**src/include/spm_pkg.sv**
```systemverilog
// package for the sleep and power manager
package spm_pkg;
  typedef enum logic [2:0] {
    SPM_MODE_IDLE = 3'h0,
    SPM_MODE_PDOWN = 3'h2,
    SPM_MODE_PSAVE = 3'h3,
    SPM_MODE_STDBY = 3'h6,
    SPM_MODE_ESTDBY = 3'h7
  } spm_mode_t;

  // gray along active -> sleep -> wake; wake -> active flips both bits
  typedef enum logic [1:0] {
    SPM_ST_ACTIVE = 2'h0,
    SPM_ST_SLEEP = 2'h1,
    SPM_ST_WAKE = 2'h3
  } spm_state_t;

  typedef struct packed {
    logic cpu;
    logic nvm;
    logic per;
    logic rtc;
    logic osc;
  } spm_clk_t;

  typedef struct packed {
    logic twi_match;
    logic pin_async;
    logic usb_resume;
  } spm_async_t;

  localparam int unsigned SPM_WAKE_HALT_CYC = 4;
  localparam logic [2:0] SPM_HALT_CNT_RST = 3'h0;
  localparam logic [2:0] SPM_MODE_RST = 3'h0;
endpackage : spm_pkg

```
**src/logic/spm_sleep_ctrl.sv**
```systemverilog
// sleep mode controller with clock gating and wake handling
// Behaviour
// (RULE_01) five sleep modes, each entered from active
// (RULE_02) sleep instruction enters mode, stops execution
// (RULE_03) waking interrupt serviced, then resume after sleep
// (RULE_04) pending higher priority interrupts run first
// (RULE_05) core halted four cycles after wake
// (RULE_06) registers and memory retained while asleep
// (RULE_07) reset during sleep restarts at reset vector
// (RULE_08) enabled resets and interrupts wake device
// (RULE_09) idle stops cpu and nvm clocks only
// (RULE_10) idle wakes on any enabled interrupt
// (RULE_11) power-down stops every clock
// (RULE_12) power-down wakes on three async sources
// (RULE_13) pin change wakes from every mode
// (RULE_14) per-peripheral gating freezes peripheral state
// (RULE_15) per-peripheral gating applies in active, idle
// (RULE_16) usb suspend sleeps, resume wakes any mode
// (RULE_17) sleep enable and mode set before instruction
// (RULE_18) async wake latched clocklessly, restarts clocks
`timescale 1ns/100ps
`default_nettype none
module spm_sleep_ctrl #(
  parameter int unsigned NUM_PER = 8
) (
  input wire logic core_clk,
  input wire logic rstn,
  input wire logic sleep_instr,
  input wire logic sleep_en,
  input wire logic [2:0] sleep_mode,
  input wire logic nvm_busy,
  input wire logic irq_pending,
  input wire logic irq_sync_wake,
  input wire logic rst_src_req,
  input wire logic usb_suspend,
  input wire logic usb_sleep_req,
  input wire spm_pkg::spm_async_t async_wake,
  input wire logic [NUM_PER-1:0] per_off,
  output logic core_halt_ff,
  output logic core_reset_ff,
  output logic irq_service_ff,
  output logic asleep_ff,
  output spm_pkg::spm_clk_t clk_en_ff,
  output logic [NUM_PER-1:0] per_clk_en_ff
);
  spm_pkg::spm_state_t state_ff;
  spm_pkg::spm_state_t nxt_state;
  logic [2:0] mode_ff;
  logic [2:0] halt_cnt_ff;
  logic async_sync1_ff;
  logic async_sync2_ff;
  logic async_sync3_ff;
  logic async_lvl;
  logic wake_req;
  logic mode_idle;
  logic mode_pdown;
  logic mode_valid;

  // async sources are levels held by their own logic until served;
  // the or gate is clockless so it can restart a stopped oscillator
  assign async_lvl = |async_wake; // RULE_18

  // three-stage sync, second and third must agree
  always_ff @(posedge core_clk) begin
    if (!rstn) begin
      async_sync1_ff <= 1'b0;
      async_sync2_ff <= 1'b0;
      async_sync3_ff <= 1'b0;
    end else begin
      async_sync1_ff <= async_lvl;
      async_sync2_ff <= async_sync1_ff;
      async_sync3_ff <= async_sync2_ff;
    end
  end

  assign mode_idle = (mode_ff == spm_pkg::SPM_MODE_IDLE);
  assign mode_pdown = (mode_ff == spm_pkg::SPM_MODE_PDOWN);
  assign mode_valid = (sleep_mode == spm_pkg::SPM_MODE_IDLE) ||
                      (sleep_mode == spm_pkg::SPM_MODE_PDOWN) ||
                      (sleep_mode == spm_pkg::SPM_MODE_PSAVE) ||
                      (sleep_mode == spm_pkg::SPM_MODE_STDBY) ||
                      (sleep_mode == spm_pkg::SPM_MODE_ESTDBY); // RULE_01

  // pin, twi match and usb resume wake every mode; synchronous irqs
  // only where their clock still runs (not power-down)
  always_comb begin
    wake_req = async_sync2_ff && async_sync3_ff; // RULE_12 RULE_13 RULE_16
    if (!mode_pdown && irq_sync_wake) begin
      wake_req = 1'b1; // RULE_08 RULE_10
    end
  end

  always_comb begin
    nxt_state = state_ff;
    case (state_ff)
      spm_pkg::SPM_ST_ACTIVE: begin
        if (((sleep_instr && sleep_en) || (usb_suspend && usb_sleep_req)) &&
            mode_valid) begin
          nxt_state = spm_pkg::SPM_ST_SLEEP; // RULE_02 RULE_16 RULE_17
        end
      end
      spm_pkg::SPM_ST_SLEEP: begin
        if (wake_req) begin
          nxt_state = spm_pkg::SPM_ST_WAKE;
        end
      end
      spm_pkg::SPM_ST_WAKE: begin
        if (halt_cnt_ff == 3'(spm_pkg::SPM_WAKE_HALT_CYC - 1)) begin
          nxt_state = spm_pkg::SPM_ST_ACTIVE; // RULE_05
        end
      end
      default: begin
        nxt_state = spm_pkg::SPM_ST_ACTIVE;
      end
    endcase
  end

  // reset source overrides any state: full restart, not resume
  always_ff @(posedge core_clk) begin
    if (!rstn || rst_src_req) begin
      state_ff <= spm_pkg::SPM_ST_ACTIVE; // RULE_07 RULE_08
    end else begin
      state_ff <= nxt_state;
    end
  end

  always_ff @(posedge core_clk) begin
    if (!rstn || rst_src_req) begin
      core_reset_ff <= 1'b1; // RULE_07
    end else begin
      core_reset_ff <= 1'b0;
    end
  end

  always_ff @(posedge core_clk) begin
    if (!rstn) begin
      mode_ff <= spm_pkg::SPM_MODE_RST;
    end else if (state_ff == spm_pkg::SPM_ST_ACTIVE) begin
      mode_ff <= sleep_mode; // RULE_01
    end
  end

  always_ff @(posedge core_clk) begin
    if (!rstn) begin
      halt_cnt_ff <= spm_pkg::SPM_HALT_CNT_RST;
    end else if (state_ff == spm_pkg::SPM_ST_WAKE) begin
      halt_cnt_ff <= halt_cnt_ff + 3'h1; // RULE_05
    end else begin
      halt_cnt_ff <= spm_pkg::SPM_HALT_CNT_RST;
    end
  end

  // halt freezes the core; nothing here clears its state
  always_ff @(posedge core_clk) begin
    if (!rstn) begin
      core_halt_ff <= 1'b0;
      asleep_ff <= 1'b0;
    end else begin
      core_halt_ff <= (nxt_state != spm_pkg::SPM_ST_ACTIVE) && !rst_src_req; // RULE_02 RULE_06
      asleep_ff <= (nxt_state == spm_pkg::SPM_ST_SLEEP) && !rst_src_req;
    end
  end

  // one-cycle request to the interrupt controller after the halt;
  // it takes pending irqs in priority order, return lands after sleep
  always_ff @(posedge core_clk) begin
    if (!rstn) begin
      irq_service_ff <= 1'b0;
    end else begin
      irq_service_ff <= (state_ff == spm_pkg::SPM_ST_WAKE) &&
                        (nxt_state == spm_pkg::SPM_ST_ACTIVE) &&
                        irq_pending && !rst_src_req; // RULE_03 RULE_04
    end
  end

  // gating follows the next state so clocks stop with the halt
  always_ff @(posedge core_clk) begin
    if (!rstn) begin
      clk_en_ff <= '1;
    end else if (rst_src_req || nxt_state != spm_pkg::SPM_ST_SLEEP) begin
      clk_en_ff <= '1;
    end else begin
      clk_en_ff.cpu <= 1'b0; // RULE_09
      // ongoing programming finishes before nvm clock stops
      // idle only: the deeper modes stop the nvm clock, programming or not
      clk_en_ff.nvm <= nvm_busy && (state_ff == spm_pkg::SPM_ST_SLEEP ?
                       clk_en_ff.nvm : 1'b1) &&
                       (sleep_mode_q(state_ff, sleep_mode, mode_ff) ==
                        spm_pkg::SPM_MODE_IDLE); // RULE_09 RULE_11
      case (sleep_mode_q(state_ff, sleep_mode, mode_ff))
        spm_pkg::SPM_MODE_IDLE: begin
          clk_en_ff.per <= 1'b1;
          clk_en_ff.rtc <= 1'b1;
          clk_en_ff.osc <= 1'b1;
        end
        spm_pkg::SPM_MODE_PSAVE: begin
          clk_en_ff.per <= 1'b0;
          clk_en_ff.rtc <= 1'b1;
          clk_en_ff.osc <= 1'b0; // RULE_18
        end
        spm_pkg::SPM_MODE_STDBY: begin
          clk_en_ff.per <= 1'b0;
          clk_en_ff.rtc <= 1'b0;
          clk_en_ff.osc <= 1'b1; // RULE_18
        end
        spm_pkg::SPM_MODE_ESTDBY: begin
          clk_en_ff.per <= 1'b0;
          clk_en_ff.rtc <= 1'b1;
          clk_en_ff.osc <= 1'b1; // RULE_18
        end
        default: begin
          clk_en_ff.per <= 1'b0;
          clk_en_ff.rtc <= 1'b0;
          clk_en_ff.osc <= 1'b0; // RULE_11
        end
      endcase
    end
  end

  // mode in force: the captured one once asleep, the request on entry
  function automatic logic [2:0] sleep_mode_q(input spm_pkg::spm_state_t st,
                                              input logic [2:0] req,
                                              input logic [2:0] held);
    sleep_mode_q = (st == spm_pkg::SPM_ST_SLEEP) ? held : req;
  endfunction : sleep_mode_q

  // per-peripheral gates stack on top of the sleep gating
  always_ff @(posedge core_clk) begin
    if (!rstn) begin
      per_clk_en_ff <= '1;
    end else if (nxt_state == spm_pkg::SPM_ST_SLEEP && !rst_src_req &&
                 sleep_mode_q(state_ff, sleep_mode, mode_ff) != spm_pkg::SPM_MODE_IDLE) begin
      per_clk_en_ff <= '0;
    end else begin
      per_clk_en_ff <= ~per_off; // RULE_14 RULE_15
    end
  end

  int unsigned halt_len;
  always_ff @(posedge core_clk) begin
    if (!rstn) begin
      halt_len <= 0;
    end else if (state_ff == spm_pkg::SPM_ST_WAKE) begin
      halt_len <= halt_len + 1;
    end else begin
      halt_len <= 0;
    end
  end

  property p_wake_halt;
    @(posedge core_clk) disable iff (!rstn || rst_src_req)
    $rose(state_ff == spm_pkg::SPM_ST_WAKE) |-> (state_ff == spm_pkg::SPM_ST_WAKE) [*4]
      ##1 (state_ff == spm_pkg::SPM_ST_ACTIVE);
  endproperty
  a_wake_halt: assert property (p_wake_halt) else $error("wake halt not four cycles"); // RULE_05

  property p_halt_bound;
    @(posedge core_clk) disable iff (!rstn)
    halt_len <= 4;
  endproperty
  a_halt_bound: assert property (p_halt_bound) else $error("wake halt too long"); // RULE_05

  property p_no_sleep_dis;
    @(posedge core_clk) disable iff (!rstn || rst_src_req)
    (state_ff == spm_pkg::SPM_ST_ACTIVE && sleep_instr && !sleep_en && !usb_suspend)
      |=> state_ff == spm_pkg::SPM_ST_ACTIVE;
  endproperty
  a_no_sleep_dis: assert property (p_no_sleep_dis) else $error("slept without enable"); // RULE_17

  property p_enter;
    @(posedge core_clk) disable iff (!rstn || rst_src_req)
    (state_ff == spm_pkg::SPM_ST_ACTIVE && sleep_instr && sleep_en && mode_valid)
      |=> state_ff == spm_pkg::SPM_ST_SLEEP ##0 core_halt_ff;
  endproperty
  a_enter: assert property (p_enter) else $error("sleep not entered"); // RULE_02

  property p_reset_sleep;
    @(posedge core_clk) disable iff (!rstn)
    rst_src_req |=> core_reset_ff && state_ff == spm_pkg::SPM_ST_ACTIVE && !core_halt_ff;
  endproperty
  a_reset_sleep: assert property (p_reset_sleep) else $error("reset did not restart"); // RULE_07

  property p_pdown_clk;
    @(posedge core_clk) disable iff (!rstn)
    (state_ff == spm_pkg::SPM_ST_SLEEP && mode_pdown && $stable(state_ff))
      |-> !clk_en_ff.rtc && !clk_en_ff.per && !clk_en_ff.osc && !clk_en_ff.cpu &&
          !clk_en_ff.nvm;
  endproperty
  a_pdown_clk: assert property (p_pdown_clk) else $error("clock running in power-down"); // RULE_11

  property p_pdown_nosync;
    @(posedge core_clk) disable iff (!rstn || rst_src_req)
    (state_ff == spm_pkg::SPM_ST_SLEEP && mode_pdown && !async_sync2_ff)
      |=> state_ff == spm_pkg::SPM_ST_SLEEP;
  endproperty
  a_pdown_nosync: assert property (p_pdown_nosync) else $error("power-down woke on sync irq"); // RULE_12

  property p_async_wake;
    @(posedge core_clk) disable iff (!rstn || rst_src_req)
    // three sync stages, then one more edge for the state to move
    (state_ff == spm_pkg::SPM_ST_SLEEP && async_lvl) [*4] |=> state_ff == spm_pkg::SPM_ST_WAKE;
  endproperty
  a_async_wake: assert property (p_async_wake) else $error("async source did not wake"); // RULE_13

  property p_idle_clk;
    @(posedge core_clk) disable iff (!rstn)
    (state_ff == spm_pkg::SPM_ST_SLEEP && mode_idle && $stable(state_ff))
      |-> clk_en_ff.per && !clk_en_ff.cpu && per_clk_en_ff == ~$past(per_off);
  endproperty
  a_idle_clk: assert property (p_idle_clk) else $error("idle gating wrong"); // RULE_09

  property p_idle_irq_wake;
    @(posedge core_clk) disable iff (!rstn || rst_src_req)
    (state_ff == spm_pkg::SPM_ST_SLEEP && mode_idle && irq_sync_wake)
      |=> state_ff == spm_pkg::SPM_ST_WAKE;
  endproperty
  a_idle_irq_wake: assert property (p_idle_irq_wake) else $error("idle missed enabled irq"); // RULE_10

  property p_isr_after_halt;
    @(posedge core_clk) disable iff (!rstn)
    irq_service_ff |-> !core_halt_ff && $past(state_ff) == spm_pkg::SPM_ST_WAKE;
  endproperty
  a_isr_after_halt: assert property (p_isr_after_halt) else $error("irq released in halt"); // RULE_03

  property p_isr_pending;
    @(posedge core_clk) disable iff (!rstn || rst_src_req)
    (state_ff == spm_pkg::SPM_ST_ACTIVE && $past(state_ff) == spm_pkg::SPM_ST_WAKE &&
     $past(irq_pending) && !$past(rst_src_req)) |-> irq_service_ff;
  endproperty
  a_isr_pending: assert property (p_isr_pending) else $error("pending irq not released"); // RULE_04

  // active gating must follow the software stops with one cycle of lag
  property p_per_active;
    @(posedge core_clk) disable iff (!rstn)
    (state_ff == spm_pkg::SPM_ST_ACTIVE && $past(rstn))
      |-> per_clk_en_ff == ~$past(per_off);
  endproperty
  a_per_active: assert property (p_per_active) else $error("active gating wrong"); // RULE_14

  c_idle: cover property (@(posedge core_clk) disable iff (!rstn)
    state_ff == spm_pkg::SPM_ST_SLEEP && mode_idle ##1 state_ff == spm_pkg::SPM_ST_WAKE);
  c_pdown: cover property (@(posedge core_clk) disable iff (!rstn)
    state_ff == spm_pkg::SPM_ST_SLEEP && mode_pdown ##1 state_ff == spm_pkg::SPM_ST_WAKE);
  c_rst: cover property (@(posedge core_clk) disable iff (!rstn)
    state_ff == spm_pkg::SPM_ST_SLEEP && rst_src_req);
  c_isr: cover property (@(posedge core_clk) disable iff (!rstn) irq_service_ff);
  c_usb: cover property (@(posedge core_clk) disable iff (!rstn)
    state_ff == spm_pkg::SPM_ST_ACTIVE && usb_suspend ##1 state_ff == spm_pkg::SPM_ST_SLEEP);
endmodule : spm_sleep_ctrl
`default_nettype wire

```
**config.mk**
```make
export PLATFORM = sky130hd
export DESIGN_NAME = spm_sleep_ctrl
export DESIGN_NICKNAME = d
export VERILOG_FILES = /design/src/include/spm_pkg.sv /design/src/logic/spm_sleep_ctrl.sv
export SDC_FILE = /design/constraint.sdc
export NUM_CORES = 1
export LEC_CHECK = 0
export BUFFER_PORTS_ARGS = -buffer_cell sky130_fd_sc_hd__clkbuf_2
export CORE_MARGIN = 2
export CORE_UTILIZATION = 30
export CTS_CLUSTER_SIZE = 30
export DETAILED_ROUTE_END_ITERATION = 12
export GPL_TIMING_DRIVEN = 1
export PLACE_DENSITY = 0.66
export SLEW_MARGIN = 10
export SYNTH_ARGS = -nofsm -noshare
export SYNTH_HDL_FRONTEND = slang
export SYNTH_SLANG_ARGS = --single-unit
```
**constraint.sdc**
```tcl
create_clock -name core_clk -period 2.6 [get_ports core_clk]
set_clock_uncertainty 0.1 [all_clocks]
set_input_delay 0.13 -clock core_clk [delete_from_list [all_inputs] [get_ports core_clk]]
set_output_delay 0.13 -clock core_clk [all_outputs]
set_load 0.01 [all_outputs]
```
==> impl_metrics.env <==
export IMPL_whs_endpoint="irq_service_ff$_SDFF_PN0_"
export IMPL_status="complete, no violations"
export IMPL_ys_seq_area_share_pct=55.1
export IMPL_antenna_found_initial=0
export IMPL_cp_required_ns=2.67
export IMPL_synthesis_nets=122
export IMPL_async_reset_ff_share_pct=0
export IMPL_die_area_um2=3870
export IMPL_io_buffers=40
export IMPL_start_kind="flop"
export IMPL_root_buffer="clkbuf_4"
export IMPL_end_kind="flop"
export IMPL_avgViaCountPerCell=4.59
export IMPL_post_cts_buffers=0
export IMPL_seqPwrFrac_pct=59.9
export IMPL_clk_pin_slew_ns=0.14
export IMPL_synthSimpleGateAreaFrac_pct=14.5
export IMPL_drive_above_1_share_pct=33.1
export IMPL_tns_ns=0
export IMPL_max_slew_margin_pct=59.9
export IMPL_worst_r2r_cell_count=6
export IMPL_avgSynthCellArea_um2=10.6
export IMPL_power_frac_comb_pct=13.9
export IMPL_grt_pass1_wl_mm=4.20
export IMPL_postSynthCellCount=96
export IMPL_overflow=0
export IMPL_placed_cells=177
export IMPL_wl_met2_mm=1.03
export IMPL_initial_core_util_pct=31.0
export IMPL_drc_errors=0
export IMPL_switchingPower_w=0.000178
export IMPL_cts_buffer_depth=2
export IMPL_grt_pass1_vias=906
export IMPL_syn_area_um2=1020
export IMPL_p_int_w=0.000594
export IMPL_hpwl_mm=1.65
export IMPL_place_congestion=0.692
export IMPL_numCtsBuffers=3
export IMPL_grtUsageTotal_pct=13.3
export IMPL_r2r_end="clk_en_ff[1]$_SDFF_PP1_"
export IMPL_synth_compound_area_share_pct=21.4
export IMPL_cts_tree="built"
export IMPL_worstMarginPinSlew_ns=0.602
export IMPL_area_delta_synth_final_pct=40.7
export IMPL_worstSetupPathType="reg2reg"
export IMPL_ir_worst_vdd_uv=274
export IMPL_hold_class="in2reg"
export IMPL_finalSetupViolations=0
export IMPL_final_common_cell="clkbuf_2"
export IMPL_fillCellCount=332
export IMPL_rows=21
export IMPL_rrSetupSlack_ns=0.43
export IMPL_worstPathMaxFanout=14
export IMPL_drt_iter0_markers=21
export IMPL_clk_latency_ns=0.32
export IMPL_io_pins=41
export IMPL_synth_fa_ha_area_share_pct=2.46
export IMPL_core_um2=3280
export IMPL_wire_per_inst_um=11.7
export IMPL_cts_htree_levels=1
export IMPL_finalNonFillerCells=197
export IMPL_ant_nets=0
export IMPL_p_clk_share_pct=26.2
export IMPL_synth_top_family_by_area="compound AO/OA/AOI/OAI gates"
export IMPL_rsz0062_at_grt="no"
export IMPL_finalHoldViolations=0
export IMPL_fin_crit_sh_pct=83.5
export IMPL_layout_nets=178
export IMPL_cts_resized=0
export IMPL_synth_warning_count=0
export IMPL_num_antenna_cells=0
export IMPL_slew_violations=0
export IMPL_r2r_start="halt_cnt_ff[0]$_SDFF_PN0_"
export IMPL_top_layer="met3"
export IMPL_final_cell_mix="40 x clkbuf_2, 28 x dfxtp_1, 16 x dlygate4sd3_1"
export IMPL_vias=905
export IMPL_yosysUniqueCellTypes=28
export IMPL_sw_frac_of_total_pct=23.0
export IMPL_die_y_um=62.2
export IMPL_p_leak_nw=0.608
export IMPL_min_period_ns=2.17
export IMPL_hold_path_startpoint="usb_sleep_req"
export IMPL_p_per_area_nw_per_um2=539
export IMPL_synthMuxAreaShare_pct=0
export IMPL_worstPathArrival_ns=2.24
export IMPL_hold_path_depth=4
export IMPL_drt_first_pass_iters=4
export IMPL_cts_hold_buf=16
export IMPL_synth_xor_area_share_pct=0
export IMPL_cap_violations=0
export IMPL_clock_fmax_mhz=461
export IMPL_routed_wl_mm=2.31
export IMPL_synth_edf_count=0
export IMPL_grt_max_degree=17
export IMPL_chipWidth_um=62.2
export IMPL_wl_met1_mm=1.08
export IMPL_synth_main_ff_cell="dfxtp_1"
export IMPL_ys_ff_latch=28
export IMPL_met3_length_um=209
export IMPL_cts_sinks=28
==> how the worst max path moves through the flow <==
stage / startpoint / end / slack, ns / cells past startpoint
final: halt_cnt_ff[0]$_SDFF_PN0_ / clk_en_ff[1]$_SDFF_PP1_ / 0.43 / 6
after global routing: halt_cnt_ff[0]$_SDFF_PN0_ / clk_en_ff[1]$_SDFF_PP1_ / 0.20 / 6
after CTS: halt_cnt_ff[0]$_SDFF_PN0_ / clk_en_ff[1]$_SDFF_PP1_ / 0.39 / 6
after detailed placement: halt_cnt_ff[0]$_SDFF_PN0_ / clk_en_ff[1]$_SDFF_PP1_ / 0.43 / 6
after global placement: halt_cnt_ff[0]$_SDFF_PN0_ / clk_en_ff[0]$_SDFF_PP1_ / 0.61 / 6
after floorplan: halt_cnt_ff[0]$_SDFF_PN0_ / per_clk_en_ff[0]$_SDFF_PN1_ / 0.81 / 8
==> final cells by class <==
type	instances	area [um2]	share of cell area [%]
Timing Repair Buffer	57	368	25.7
Tap cell	46	57.6	4.02
Sequential cell	28	561	39.2
Clock buffer	4	36.3	2.53
Multi-Input combinational cell	57	390	27.3
Inverter	5	18.8	1.31
==> stage by stage <==
step / hold slack, ns / area [um2] / power (W) / utilization (%) / setup WS [ns]
global placement: 0.235 / 1230 / 0.000556 / 37.6 / 0.614
floorplan: 0.131 / 1020 / 0.000517 / - / 0.807
global route: 0.196 / 1430 / 0.000813 / 43.6 / 0.204
finish: 0.184 / 1430 / 0.000771 / 43.6 / 0.429
CTS: 0.175 / 1430 / 0.000781 / 43.6 / 0.388
detailed placement: 0.236 / 1230 / 0.000560 / 37.6 / 0.427
==> synthesized netlist by cell type, types with 2 or more instances <==
master      n  area share, %
buf_2       2           0.98
a21boi_0    3            2.2
nor2b_1     2            1.2
nor2_1      5            1.8
nand2_1     6            2.2
and2_1      3            1.8
a22oi_2     3            3.7
o21ai_0     5            2.5
buf_6       3            3.3
inv_1       5            1.8
dfxtp_1    28             55
nor3_1      4            2.0
nand2b_1    2            1.2
a22oi_1     4            3.0
a21oi_1     3            1.5
ha_1        2            2.5
o2111ai_1   2            1.7
nand3_1     4            2.0
==> power groups by stage <==
stage / combinational [W] / sequential (W) / clock [W]
floorplan: 0.0000416 / 0.000476 / 0
global placement: 0.0000861 / 0.000470 / 0
detailed placement: 0.0000889 / 0.000471 / 0
CTS: 0.000108 / 0.000462 / 0.000211
global route: 0.000119 / 0.000465 / 0.000229
finish: 0.000107 / 0.000462 / 0.000202
==> registers in the layout (all words and copies together), names as in the netlist <==
name            count
asleep_ff           1
async_sync1_ff      1
async_sync2_ff      1
async_sync3_ff      1
clk_en_ff           5
core_halt_ff        1
core_reset_ff       1
halt_cnt_ff         3
irq_service_ff      1
mode_ff             3
per_clk_en_ff       8
state_ff            2
==> worst max-delay path, cell delays in order, from the launching register on <==
cell	delay [ns]
dfxtp_1	0.34
ha_1	0.19
ha_1	0.17
and2_1	0.17
nor3_1	0.22
and3b_1	0.60
o2111ai_1	0.23
==> layer usage <==
layer,global-route usage (%),up-vias
met5,0,-
met4,1.67,0
met3,4.89,0
met2,21.2,50
met1,17.8,408
li1,-,447
==> kinds of logic after synthesis <==
family,count (synthesis)
AOI/OAI and AO/OA,26
adders and majority gates,2
buffers and inverters,11
DFF,28
and+or+nand+nor,29
(Power assumes the default switching activity.)
